File: config.mk
export PLATFORM = sky130hd
export DESIGN_NAME = loop_string_exec_unit
export DESIGN_NICKNAME = d
export VERILOG_FILES = /design/src/lsx_pkg.sv /design/src/loop_string_exec_unit.sv
export VERILOG_INCLUDE_DIRS = /design/src
export SDC_FILE = /design/constraint.sdc
export NUM_CORES = 1
export LEC_CHECK = 0
export ABC_AREA = 1
export BUFFER_PORTS_ARGS = -buffer_cell sky130_fd_sc_hd__buf_2
export CAP_MARGIN = 20
export CORE_AREA = 2 2 304 306
export CTS_BUF_LIST = sky130_fd_sc_hd__clkbuf_8
export DETAILED_ROUTE_END_ITERATION = 7
export DIE_AREA = 0 0 306 308
export MAX_ROUTING_LAYER = met4
export PLACE_DENSITY = 0.61
export SYNTH_ARGS = -nofsm -noshare
export SYNTH_HDL_FRONTEND = slang
export SYNTH_SLANG_ARGS = --single-unit
File: constraint.sdc
create_clock -name i_clk -period 2.75 [get_ports i_clk]
set_input_delay 0.275 -clock i_clk [delete_from_list [all_inputs] [get_ports i_clk]]
set_output_delay 0.275 -clock i_clk [all_outputs]
set_load 0.02 [all_outputs]
File: src/lsx_params.svh
// Constants for the loop, branch, trap and string execution unit
`ifndef LSX_PARAMS_SVH
`define LSX_PARAMS_SVH

// ----------------------------------------------------------------
// Exception vectors
// ----------------------------------------------------------------
`define LSX_OVF_VECTOR 8'h04
`define LSX_BND_VECTOR 8'h05

// ----------------------------------------------------------------
// Status flag positions in o_flags
// ----------------------------------------------------------------
`define LSX_CF 0
`define LSX_ZF 1
`define LSX_OF 2
`define LSX_SF 3
`define LSX_PF 4
`define LSX_AF 5

// ----------------------------------------------------------------
// Reset values
// ----------------------------------------------------------------
`define LSX_FLAGS_RST 6'h00
`define LSX_WORD_RST  32'h0000_0000
`define LSX_VEC_RST   8'h00
`define LSX_SIZE_RST  2'h0

`endif

File: src/lsx_pkg.sv
// Types shared by the loop, branch, trap and string execution unit
package lsx_pkg;

   // ----------------------------------------------------------------
   // Operations
   // ----------------------------------------------------------------
   typedef enum logic [3:0] {
      OP_LOOP    = 4'h0,
      OP_LOOP_WHILE_EQUAL   = 4'h1,
      OP_LOOP_WHILE_NOT_EQUAL  = 4'h2,
      OP_JCZ     = 4'h3,
      OP_SWINT   = 4'h4,
      OP_TRAPOVF = 4'h5,
      OP_RANGE   = 4'h6,
      OP_SMOVE   = 4'h7,
      OP_SCMP    = 4'h8,
      OP_SSCAN   = 4'h9,
      OP_SLOAD   = 4'hA,
      OP_SSTORE  = 4'hB
   } op_t;

   typedef enum logic [1:0] {
      SZ_BYTE  = 2'h0,
      SZ_WORD  = 2'h1,
      SZ_DWORD = 2'h2
   } elem_size_t;

   typedef enum logic [2:0] {
      SEG_DATA  = 3'h0,
      SEG_CODE  = 3'h1,
      SEG_STACK = 3'h2,
      SEG_EXTRA = 3'h3,
      SEG_AUXF  = 3'h4,
      SEG_AUXG  = 3'h5
   } seg_sel_t;

   typedef enum logic [4:0] {
      S_IDLE = 5'b00001,
      S_RSRC = 5'b00010,
      S_RDST = 5'b00100,
      S_WDST = 5'b01000,
      S_DONE = 5'b10000
   } state_t;

endpackage

File: src/loop_string_exec_unit.sv
// Loop, count-zero branch, software trap and single string element unit
//
// Notes on behaviour
// - Loops decrement the count first, only its low 16 bits under 16-bit addressing.
// - Branch target is instruction pointer plus signed displacement, wrapping in segment.
// - Decremented count of zero means no branch; fall through to next instruction.
// - A zero count wraps to all ones, so the loop runs the full range.
// - Loop-while-equal branches only on nonzero count with zero flag set.
// - Loop-while-not-equal branches only on nonzero count with zero flag clear.
// - Count-zero jump tests the full count, branches on zero, never changes it.
// - Under 16-bit addressing the count-zero jump tests only the low 16 bits.
// - Software interrupt raises the vector carried by the instruction, any vector.
// - Overflow trap raises the overflow exception only when the overflow flag is set.
// - Range check raises its exception when value is below lower or above upper.
// - String operations work on one byte, word or doubleword at the index offsets.
// - Source uses data segment by default; an override picks any other segment.
// - Destination always uses the extra segment; overrides are ignored for it.
// - String move reads the source element and writes it to the destination.
// - String compare subtracts destination from source, sets six flags, writes nothing.
// - String scan subtracts destination from the accumulator part, sets flags only.
// - String load puts the source element into the size-matched accumulator part.
// - String store writes the size-matched accumulator part at the destination.
// - Each element steps the used indexes by its size, down when direction set.
`timescale 1ns/10ps
`include "lsx_params.svh"

module loop_string_exec_unit (
   // Clock and reset
   input  wire logic                 i_clk,
   input  wire logic                 i_rst_b,
   // Request, held stable until o_done
   input  wire logic                 i_start,
   input  wire lsx_pkg::op_t         i_op,
   input  wire lsx_pkg::elem_size_t  i_size,
   input  wire lsx_pkg::seg_sel_t    i_seg_ovr,
   input  wire logic                 i_addr16,
   input  wire logic [7:0]           i_vector,
   input  wire logic [31:0]          i_disp,
   // Architectural state in
   input  wire logic [31:0]          i_instr_pointer,
   input  wire logic [31:0]          i_loop_count_reg,
   input  wire logic                 i_zero_flag,
   input  wire logic                 i_overflow_flag,
   input  wire logic                 i_direction_flag,
   input  wire logic [31:0]          i_source_index,
   input  wire logic [31:0]          i_dest_index_reg,
   input  wire logic [31:0]          i_accum_dword,
   input  wire logic [31:0]          i_bound_val,
   input  wire logic [31:0]          i_bound_lo,
   input  wire logic [31:0]          i_bound_hi,
   // Segment base addresses
   input  wire logic [31:0]          i_data_segment_reg,
   input  wire logic [31:0]          i_code_segment_reg,
   input  wire logic [31:0]          i_stack_segment_reg,
   input  wire logic [31:0]          i_extra_segment_reg,
   input  wire logic [31:0]          i_aux_segment_f_reg,
   input  wire logic [31:0]          i_aux_segment_g_reg,
   // Memory port
   output logic                      o_mem_req,
   output logic                      o_mem_we,
   output lsx_pkg::elem_size_t       o_mem_size,
   output logic [31:0]               o_mem_addr,
   output logic [31:0]               o_mem_wdata,
   input  wire logic                 i_mem_ack,
   input  wire logic [31:0]          i_mem_rdata,
   // Results
   output logic                      o_done,
   output logic                      o_branch,
   output logic [31:0]               o_instr_pointer,
   output logic [31:0]               o_loop_count_reg,
   output logic                      o_count_we,
   output logic [31:0]               o_accum_dword,
   output logic                      o_accum_we,
   output logic [5:0]                o_flags,
   output logic                      o_flags_we,
   output logic                      o_exc,
   output logic [7:0]                o_exc_vector,
   output logic [31:0]               o_source_index,
   output logic                      o_src_we,
   output logic [31:0]               o_dest_index_reg,
   output logic                      o_dst_we
);
   import lsx_pkg::*;

   // ----------------------------------------------------------------
   // Functions
   // ----------------------------------------------------------------
   function automatic logic [31:0] size_mask(elem_size_t s);
      case (s)
         SZ_BYTE: return 32'h0000_00FF;
         SZ_WORD: return 32'h0000_FFFF;
         default: return 32'hFFFF_FFFF;
      endcase
   endfunction

   function automatic logic [31:0] size_step(elem_size_t s);
      case (s)
         SZ_BYTE: return 32'h0000_0001;
         SZ_WORD: return 32'h0000_0002;
         default: return 32'h0000_0004;
      endcase
   endfunction

   // Borrow taken on masked operands, so byte and word results match a
   // plain subtract of that width
   function automatic logic [5:0] sub_flags(logic [31:0] a, logic [31:0] b,
                                            elem_size_t s);
      logic [31:0] am;
      logic [31:0] bm;
      logic [31:0] r;
      logic [4:0]  hb;
      logic [5:0]  f;
      am = a & size_mask(s);
      bm = b & size_mask(s);
      r  = (am - bm) & size_mask(s);
      hb = (s == SZ_BYTE) ? 5'h07 : (s == SZ_WORD) ? 5'h0F : 5'h1F;
      f  = `LSX_FLAGS_RST;
      f[`LSX_CF] = am < bm;
      f[`LSX_ZF] = r == 32'h0000_0000;
      f[`LSX_SF] = r[hb];
      f[`LSX_OF] = (am[hb] != bm[hb]) && (r[hb] != am[hb]);
      f[`LSX_PF] = ~^r[7:0];
      f[`LSX_AF] = a[4] ^ b[4] ^ r[4];
      return f;
   endfunction

   // ----------------------------------------------------------------
   // Decode and datapath
   // ----------------------------------------------------------------
   state_t      state_q;
   state_t      state_d;
   logic [31:0] src_q;
   logic [31:0] dst_q;
   logic [31:0] cnt_dec;
   logic        cnt_nz;
   logic        cnt_zero;
   logic        taken;
   logic        is_loop;
   logic [31:0] src_base;
   logic [31:0] src_addr;
   logic [31:0] dst_addr;
   logic [31:0] step;
   logic        bound_out;
   logic        finish;

   assign is_loop = (i_op == OP_LOOP) || (i_op == OP_LOOP_WHILE_EQUAL) || (i_op == OP_LOOP_WHILE_NOT_EQUAL);
   assign finish  = state_q == S_DONE;

   always_comb begin
      cnt_dec = i_loop_count_reg - 32'h0000_0001;
      if (i_addr16) begin
         cnt_dec = {i_loop_count_reg[31:16], i_loop_count_reg[15:0] - 16'h0001};
      end
   end

   assign cnt_nz   = i_addr16 ? (cnt_dec[15:0] != 16'h0000) : (cnt_dec != 32'h0000_0000);
   assign cnt_zero = i_addr16 ? (i_loop_count_reg[15:0] == 16'h0000)
                              : (i_loop_count_reg == 32'h0000_0000);

   always_comb begin
      case (i_op)
         OP_LOOP:   taken = cnt_nz;
         OP_LOOP_WHILE_EQUAL:  taken = cnt_nz && i_zero_flag;
         OP_LOOP_WHILE_NOT_EQUAL: taken = cnt_nz && !i_zero_flag;
         OP_JCZ:    taken = cnt_zero;
         default:   taken = 1'b0;
      endcase
   end

   assign bound_out = ($signed(i_bound_val) < $signed(i_bound_lo)) ||
                      ($signed(i_bound_val) > $signed(i_bound_hi));

   always_comb begin
      case (i_seg_ovr)
         SEG_CODE:  src_base = i_code_segment_reg;
         SEG_STACK: src_base = i_stack_segment_reg;
         SEG_EXTRA: src_base = i_extra_segment_reg;
         SEG_AUXF:  src_base = i_aux_segment_f_reg;
         SEG_AUXG:  src_base = i_aux_segment_g_reg;
         default:   src_base = i_data_segment_reg;
      endcase
   end

   assign src_addr = src_base + i_source_index;
   assign dst_addr = i_extra_segment_reg + i_dest_index_reg;
   assign step     = size_step(i_size);

   // ----------------------------------------------------------------
   // Sequencer
   // ----------------------------------------------------------------
   always_comb begin
      state_d = state_q;
      case (state_q)
         S_IDLE: begin
            if (i_start) begin
               case (i_op)
                  OP_SMOVE, OP_SCMP, OP_SLOAD: state_d = S_RSRC;
                  OP_SSCAN:                    state_d = S_RDST;
                  OP_SSTORE:                   state_d = S_WDST;
                  default:                     state_d = S_DONE;
               endcase
            end
         end
         S_RSRC: begin
            if (i_mem_ack) begin
               case (i_op)
                  OP_SMOVE: state_d = S_WDST;
                  OP_SCMP:  state_d = S_RDST;
                  default:  state_d = S_DONE;
               endcase
            end
         end
         S_RDST: begin
            if (i_mem_ack) begin
               state_d = S_DONE;
            end
         end
         S_WDST: begin
            if (i_mem_ack) begin
               state_d = S_DONE;
            end
         end
         S_DONE:  state_d = S_IDLE;
         default: state_d = S_IDLE;
      endcase
   end

   always_ff @(posedge i_clk or negedge i_rst_b) begin
      if (!i_rst_b) begin
         state_q <= S_IDLE;
      end else begin
         state_q <= state_d;
      end
   end

   // ----------------------------------------------------------------
   // Memory port
   // ----------------------------------------------------------------
   // Registered from the next state, so a request rises one cycle after start
   always_ff @(posedge i_clk or negedge i_rst_b) begin
      if (!i_rst_b) begin
         o_mem_req  <= 1'b0;
         o_mem_we   <= 1'b0;
         o_mem_size <= SZ_BYTE;
         o_mem_addr <= `LSX_WORD_RST;
      end else begin
         o_mem_req  <= (state_d == S_RSRC) || (state_d == S_RDST) || (state_d == S_WDST);
         o_mem_we   <= state_d == S_WDST;
         o_mem_size <= i_size;
         o_mem_addr <= (state_d == S_RSRC) ? src_addr : dst_addr;
      end
   end

   // Captured only on entry; read data is gone once the ack cycle passes
   always_ff @(posedge i_clk or negedge i_rst_b) begin
      if (!i_rst_b) begin
         o_mem_wdata <= `LSX_WORD_RST;
      end else if (state_d == S_WDST && state_q != S_WDST) begin
         o_mem_wdata <= (i_op == OP_SMOVE) ? (i_mem_rdata & size_mask(i_size))
                                           : (i_accum_dword & size_mask(i_size));
      end
   end

   always_ff @(posedge i_clk or negedge i_rst_b) begin
      if (!i_rst_b) begin
         src_q <= `LSX_WORD_RST;
         dst_q <= `LSX_WORD_RST;
      end else begin
         if (state_q == S_RSRC && i_mem_ack) begin
            src_q <= i_mem_rdata & size_mask(i_size);
         end
         if (state_q == S_RDST && i_mem_ack) begin
            dst_q <= i_mem_rdata & size_mask(i_size);
         end
      end
   end

   // ----------------------------------------------------------------
   // Results, one cycle after the done state
   // ----------------------------------------------------------------
   always_ff @(posedge i_clk or negedge i_rst_b) begin
      if (!i_rst_b) begin
         o_done          <= 1'b0;
         o_branch        <= 1'b0;
         o_instr_pointer <= `LSX_WORD_RST;
      end else begin
         o_done   <= finish;
         o_branch <= finish && taken;
         if (finish) begin
            o_instr_pointer <= taken ? i_instr_pointer + i_disp : i_instr_pointer;
         end
      end
   end

   always_ff @(posedge i_clk or negedge i_rst_b) begin
      if (!i_rst_b) begin
         o_loop_count_reg <= `LSX_WORD_RST;
         o_count_we       <= 1'b0;
      end else begin
         o_count_we <= finish && is_loop;
         if (finish) begin
            o_loop_count_reg <= cnt_dec;
         end
      end
   end

   always_ff @(posedge i_clk or negedge i_rst_b) begin
      if (!i_rst_b) begin
         o_flags    <= `LSX_FLAGS_RST;
         o_flags_we <= 1'b0;
      end else begin
         o_flags_we <= finish && ((i_op == OP_SCMP) || (i_op == OP_SSCAN));
         if (finish && i_op == OP_SCMP) begin
            o_flags <= sub_flags(src_q, dst_q, i_size);
         end else if (finish && i_op == OP_SSCAN) begin
            o_flags <= sub_flags(i_accum_dword, dst_q, i_size);
         end
      end
   end

   always_ff @(posedge i_clk or negedge i_rst_b) begin
      if (!i_rst_b) begin
         o_accum_dword <= `LSX_WORD_RST;
         o_accum_we    <= 1'b0;
      end else begin
         o_accum_we <= finish && (i_op == OP_SLOAD);
         if (finish) begin
            o_accum_dword <= (i_accum_dword & ~size_mask(i_size)) | src_q;
         end
      end
   end

   always_ff @(posedge i_clk or negedge i_rst_b) begin
      if (!i_rst_b) begin
         o_exc        <= 1'b0;
         o_exc_vector <= `LSX_VEC_RST;
      end else begin
         o_exc <= finish && ((i_op == OP_SWINT) ||
                             (i_op == OP_TRAPOVF && i_overflow_flag) ||
                             (i_op == OP_RANGE && bound_out));
         if (finish) begin
            case (i_op)
               OP_TRAPOVF: o_exc_vector <= `LSX_OVF_VECTOR;
               OP_RANGE:   o_exc_vector <= `LSX_BND_VECTOR;
               default:    o_exc_vector <= i_vector;
            endcase
         end
      end
   end

   always_ff @(posedge i_clk or negedge i_rst_b) begin
      if (!i_rst_b) begin
         o_source_index   <= `LSX_WORD_RST;
         o_dest_index_reg <= `LSX_WORD_RST;
         o_src_we         <= 1'b0;
         o_dst_we         <= 1'b0;
      end else begin
         o_src_we <= finish && ((i_op == OP_SMOVE) || (i_op == OP_SCMP) ||
                                (i_op == OP_SLOAD));
         o_dst_we <= finish && ((i_op == OP_SMOVE) || (i_op == OP_SCMP) ||
                                (i_op == OP_SSCAN) || (i_op == OP_SSTORE));
         if (finish) begin
            o_source_index   <= i_direction_flag ? i_source_index - step
                                                 : i_source_index + step;
            o_dest_index_reg <= i_direction_flag ? i_dest_index_reg - step
                                                 : i_dest_index_reg + step;
         end
      end
   end
endmodule

# Yosys cells after proc, flatten, opt, wreduce, memory -nomap -nowiden
# Cells that the tools add are included.
[word_totals] mem_bits_rw=0 in_bits=537 register_bits=319 out_inout_bits=250 rom_bits=0 latch_bits=0 memories=0 word_cells=172
[op_classes] multipliers=0 reduce_logical=44 n_shift=0 n_bitwise=17 div_mod_pow=0 n_mux=42 n_eq_ne=30 add_sub_neg=11 order_cmp=5
[op_table] op="2-to-1 mux 32 bit" n=13
[op_table] op="bitwise AND 32 bit" n=11
[op_table] op="adder 32 bit" n=5
[op_table] op="one-hot mux 32 bit (5 select lines)" n=1
[op_table] op="subtractor 32 bit" n=4
[op_table] op="logical NOT 32 bit" n=3
[op_table] op="less-than comparator 32 bit" n=3
[op_table] op="one-hot mux 32 bit (2 select lines)" n=1
[op_table] op="greater-than comparator 32 bit" n=1
[op_table] op="inverter 32 bit" n=1
[op_table] op="bitwise OR 32 bit" n=1
[op_table] op="nonzero test 32 bit" n=1
[op_table] op="subtractor 32 x 1 -> 32 bit (second input constant)" n=1
[op_table] op="binary-select mux 1 bit (select 5 bit)" n=6
[op_table] op="one-hot mux 5 bit (3 select lines)" n=2
[op_table] op="2-to-1 mux 5 bit" n=5
[op_table] op="logical AND 1 bit" n=18
[op_table] op="equality test 4 x 3 -> 1 bit (second input constant)" n=4
[op_table] op="equality test 4 bit (second input constant)" n=4
[op_table] op="logical NOT 16 bit" n=1
[op_table] op="one-hot mux 8 bit (2 select lines)" n=1
[op_table] op="nonzero test 16 bit" n=1
[op_table] op="XNOR reduction 8 bit" n=2
[op_table] op="subtractor 16 x 1 -> 16 bit (second input constant)" n=1
[op_table] op="27 further kinds" n=58

# Depth between registers and ports, before layout
[logic_depth] word_depth=13 mapped_depth=28 depth_no_buf=22

# Least setup slack after synthesis
# Ideal clock, no wire load.
[synth_timing] path_kind="input-to-reg" startpoint="input i_size[1]" endpoint="register o_source_index[20]" stages=22 n_path_buf=5 arrival_time_ps=4219 setup_time_ps=117 setup_slack_ps=-1586 t_required_ps=2633 cell_sequence="nor2_2 -> clkinv_1 -> clkbuf_1 -> buf_1 -> ha_1 -> clkbuf_1 -> inv_1 -> clkbuf_1 -> clkbuf_1 -> xor2_1 -> ha_1 -> inv_1 -> o21a_1 -> o21ai_0 -> a31oi_1 -> o21bai_1 -> nand2_1 -> nand2_1 -> a21oi_1 -> or2_2 -> nand3_1 -> nand2_1"
[synth_between] elab_chain_cells=4 elab_cells_between_ends=6 cone_classes="add/sub: 2; eq/ne: 1; mux: 2; reduce/logical: 1"
[synth_rtl] element="start, declared" line="loop_string_exec_unit.sv:34" source="input wire lsx_pkg::elem_size_t i_size,"
[synth_rtl] element="equality test 2 x 1 -> 1 bit / logical NOT 2 bit (equally long branches)" line="loop_string_exec_unit.sv:97" source="case (s)"
[synth_rtl] element="one-hot mux 3 bit (2 select lines) (*)" line="loop_string_exec_unit.sv:97"
[synth_rtl] element="adder 32 bit / subtractor 32 bit (equally long branches)" line="loop_string_exec_unit.sv:364, loop_string_exec_unit.sv:363"
[synth_rtl] element="2-to-1 mux 32 bit (*)" line="loop_string_exec_unit.sv:363" source="o_source_index <= i_direction_flag ? i_source_index - step"
[synth_rtl] element="end signal, assigned" line="loop_string_exec_unit.sv:353" source="o_source_index <= `LSX_WORD_RST;"
[synth_rtl] element="end signal, assigned" line="loop_string_exec_unit.sv:363"
[synth_rtl] element="end, declared" line="loop_string_exec_unit.sv:78" source="output logic [31:0] o_source_index,"
# Every way passes the cells marked *; elsewhere a longest branch is shown, timed or not.
# A chain may end at the register's enable or synchronous reset.

# Worst setup path in the final report
[layout_timing] startpoint="input i_accum_dword[14]" endpoint="register o_flags[1]"
[layout_between] elab_chain_cells=6
[layout_rtl] element="start, declared" line="loop_string_exec_unit.sv:47" source="input wire logic [31:0] i_accum_dword,"
[layout_rtl] element="bitwise AND 32 bit" line="loop_string_exec_unit.sv:113" source="am = a & size_mask(s);"
[layout_rtl] element="subtractor 32 bit" line="loop_string_exec_unit.sv:115" source="r = (am - bm) & size_mask(s);"
[layout_rtl] element="bitwise AND 32 bit" line="loop_string_exec_unit.sv:115"
[layout_rtl] element="logical NOT 32 bit" line="loop_string_exec_unit.sv:119" source="f[`LSX_ZF] = r == 32'h0000_0000;"
[layout_rtl] element="2-to-1 mux 6 bit" line="loop_string_exec_unit.sv:315" source="end else if (finish && i_op == OP_SSCAN) begin"
[layout_rtl] element="2-to-1 mux 6 bit" line="loop_string_exec_unit.sv:313" source="if (finish && i_op == OP_SCMP) begin"
[layout_rtl] element="end signal, assigned" line="loop_string_exec_unit.sv:309" source="o_flags <= `LSX_FLAGS_RST;"
[layout_rtl] element="end signal, assigned" line="loop_string_exec_unit.sv:314" source="o_flags <= sub_flags(src_q, dst_q, i_size);"
[layout_rtl] element="end signal, assigned" line="loop_string_exec_unit.sv:316" source="o_flags <= sub_flags(i_accum_dword, dst_q, i_size);"
[layout_rtl] element="end, declared" line="loop_string_exec_unit.sv:74" source="output logic [5:0] o_flags,"
# Every way passes these cells. The select of a mux whose other input is x is not followed.

==> out/results.tsv <==
metric	value	unit
status	finished, final reports clean	
final_util	47.57	%
whs	0.06499	ns
overflow	0	
met3_length	7867	µm
port_buffers	786	
period_share	97.00	%
drive_above_1_share	29.20	%
power.share.combinational	60.4	%
post-place-ws	-0.6417	ns
power_density	770.4	mW/mm²
critPathArrivalTime	3.27	ns
remaining_drc_errors	0	
synth.area.top_cells	dfrtp_1, nand2_1, ha_1	
endpoint_kind	register	
max_slew_margin	42.78	%
wl_per_cell	19.86	µm
syn_nets	5297	
final_max_slew_viol_count	0	
cellLeakagePower	23.01	nW
synth_top_cell_by_area	dfrtp_1	
dpl.hpwl	120300	µm
cp_max_fo	4	
synth_top_area_share	26.78	%
area_growth	45.61	%
io_pins	787	
place.gp.congestion	0.9931	
final_common_cell	nand2_1	
p_sw	15.76	mW
cts-root-buf	clkbuf_8	
synthCells	4459	
top_layer	met4	
multi_input_area	0.02031	mm²
cts_made_buffers	67	
htree_levels	3	
syn_area_per_cell	6.665	µm²
ff_latch_area	0.007984	mm²
synthArstFlopShare	100.0	%
synth-seq-area-share	26.87	%
period_minus_slack	2.667	ns
timing.final.ws_setup	0.08263	ns
sw_frac_of_total	47.29	%
p_seq_share	23.5	%
via_per_inst	5.036	
core	0.09097	mm²
clkPwrFrac	16.1	%
synth_ff_type	dfrtp_1	
synth_seq_cells	319	
maxCapViolations	0	
synth_cell_types	58	
dr.pass1.iters	8	
fin_skew	0.02511	ns
grt_max_degree	88	
syn_area	0.02972	mm²
cts_tree	done	
placed_cell_area	0.04006	mm²
grt_pass1_wl	211400	µm
finalHoldViolations	0	
dieArea	0.09425	mm²
vdd_drop_max	699.3	µV
cellInternalPower	17.57	mW
crit_type	in2reg	
cts.reportedPaths.clkPinSlew	0.06	ns
final_cell_mix	nand2_1, buf_2, buf_4, inv_1, nor2_1	
finalWirelength	143000	µm
antenna_found_initial	22	
dieWidth	306	µm
grt_pass1_vias	36100	
fin_area	0.04327	mm²
grt_usage	30.09	%
num-fill-cells	9433	
num_vias	36250	
insertion_delay	0.67	ns
chipHeight	308	µm
worstHoldPathType	in2reg	
fp-row-count	111	
clockBufferDepth	3	
rsz0062_at_grt	true	
finalSetupViolations	0	
cts_sinks	319	
worst_slew_pin_slew	0.8583	ns
nets	6784	
cp-start-kind	input port	
wl_met1	59680	µm
max_freq	374.9	MHz
drt_iter0_markers	2650	
synth_edf_count	0	
antenna_left	0	
yosys_warnings	0	
wl_met2	69990	µm
cp.required	3.35	ns
start_util	32.67	%
[critical path: stages]
cell	delay, ns
dlygate4sd3_1	0.53
buf_2	0.13
inv_1	0.04
nor2_1	0.20
ha_2	0.36
a21oi_1	0.26
o21ai_0	0.13
buf_4	0.16
a21oi_1	0.10
nand2_1	0.14
nand3_1	0.13
nand3_1	0.11
nand3_1	0.15
nand4_1	0.11
nor2_2	0.15
nand3_1	0.12
nand2_1	0.08
nand2_1	0.05
nand2_1	0.05
[power by group through the flow]
stage                     clock, mW  sequential (mW)  combinational [mW]
after detailed placement          0             7.88                19.0
after floorplan                   0             9.51                9.04
final                          5.36             7.85                20.1
after global routing           5.68             8.03                22.0
after CTS                      5.49             7.84                19.4
after global placement            0             7.86                19.0
[per-stage QoR]
| stage | cells | power [mW] | TNS (ns) |
|---|---|---|---|
| 6_report | 7198 | 33.34 | 0 |
| 3_3_place_gp | 6916 | 26.82 | -25.36 |
| 3_5_place_dp | 6916 | 26.92 | -27.29 |
| 2_1_floorplan | 4459 | 18.56 | -17.29 |
| 5_1_grt | 7198 | 35.72 | -0.2195 |
| 4_1_cts | 7170 | 32.69 | 0 |
[final timing paths]
kind	slack, ns	to	depth (start not counted)	start
worst max-delay path	0.08	o_flags[1]	19	i_accum_dword[14]
worst min-delay path	0.06	o_dest_index_reg[0]	4	i_dest_index_reg[0]
worst max register to register	0.09	o_flags[1]	17	src_q[9]
worst min register to register	0.47	o_source_index[25]	2	o_source_index[25]
max in group asynchronous	1.74	dst_q[28]	3	i_rst_b
min in group asynchronous	0.19	o_source_index[21]	2	i_rst_b
[cell usage after synthesis (all sizes together) (4+ instances only)]
cell	number
nand2	1261
inv	498
o21ai	420
nor2	415
a21oi	360
dfrtp	318
ha	294
nand3	253
xor2	93
clkbuf	92
xnor2	64
a31oi	59
nand4	42
a221oi	39
nor3	36
buf	25
nand3b	25
o21a	21
o21bai	21
a21o	20
o211ai	17
or2	15
nor4	12
a22o	7
fa	7
a21boi	6
o311ai	6
o31ai	6
o22ai	4
[cell type report]
cell class / instances / area share, %
clock inverter: 37 / 0.6014
tap: 1186 / 3.429
clock buffer: 79 / 2.513
antenna: 19 / 0.1099
inverter: 499 / 4.375
multi-input combinational: 3524 / 46.93
timing repair buffer: 1535 / 23.59
sequential: 319 / 18.45
[cell families (layout without fill, tap and decap cells)]
| logic type | Yosys count | count (layout) | synth area share, % |
|---|---|---|---|
| AOI/OAI and AO/OA | 1002 | 1002 | 18.79 |
| xor gates and xnor gates | 157 | 157 | 4.627 |
| adders and majority gates | 301 | 301 | 12.85 |
| buffers and inverters | 616 | 2150 | 8.029 |
| DFF | 319 | 319 | 26.87 |
| other | 0 | 19 | 0 |
| and+or+nand+nor | 2064 | 2064 | 28.83 |
[layer usage]
| layer | track usage, % | vias up |
|---|---|---|
| met2 | 51.81 | 1167 |
| met3 | 4.508 | 239 |
| li1 | - | 17890 |
| met1 | 35.49 | 16950 |
| met5 | - | - |
| met4 | 11.16 | 0 |
[what timing repair did]
| action | CTS | global route |
|---|---|---|
| setup buffers | 0 | 9 |
| pin swaps | 0 | 22 |
| endpoints found under the hold margin | 276 | 0 |
| endpoints found under the setup margin | 1 | 58 |
| resized for setup | 3 | 98 |
| hold buffers | 138 | 0 |
Power figures use the tool's default switching activity.
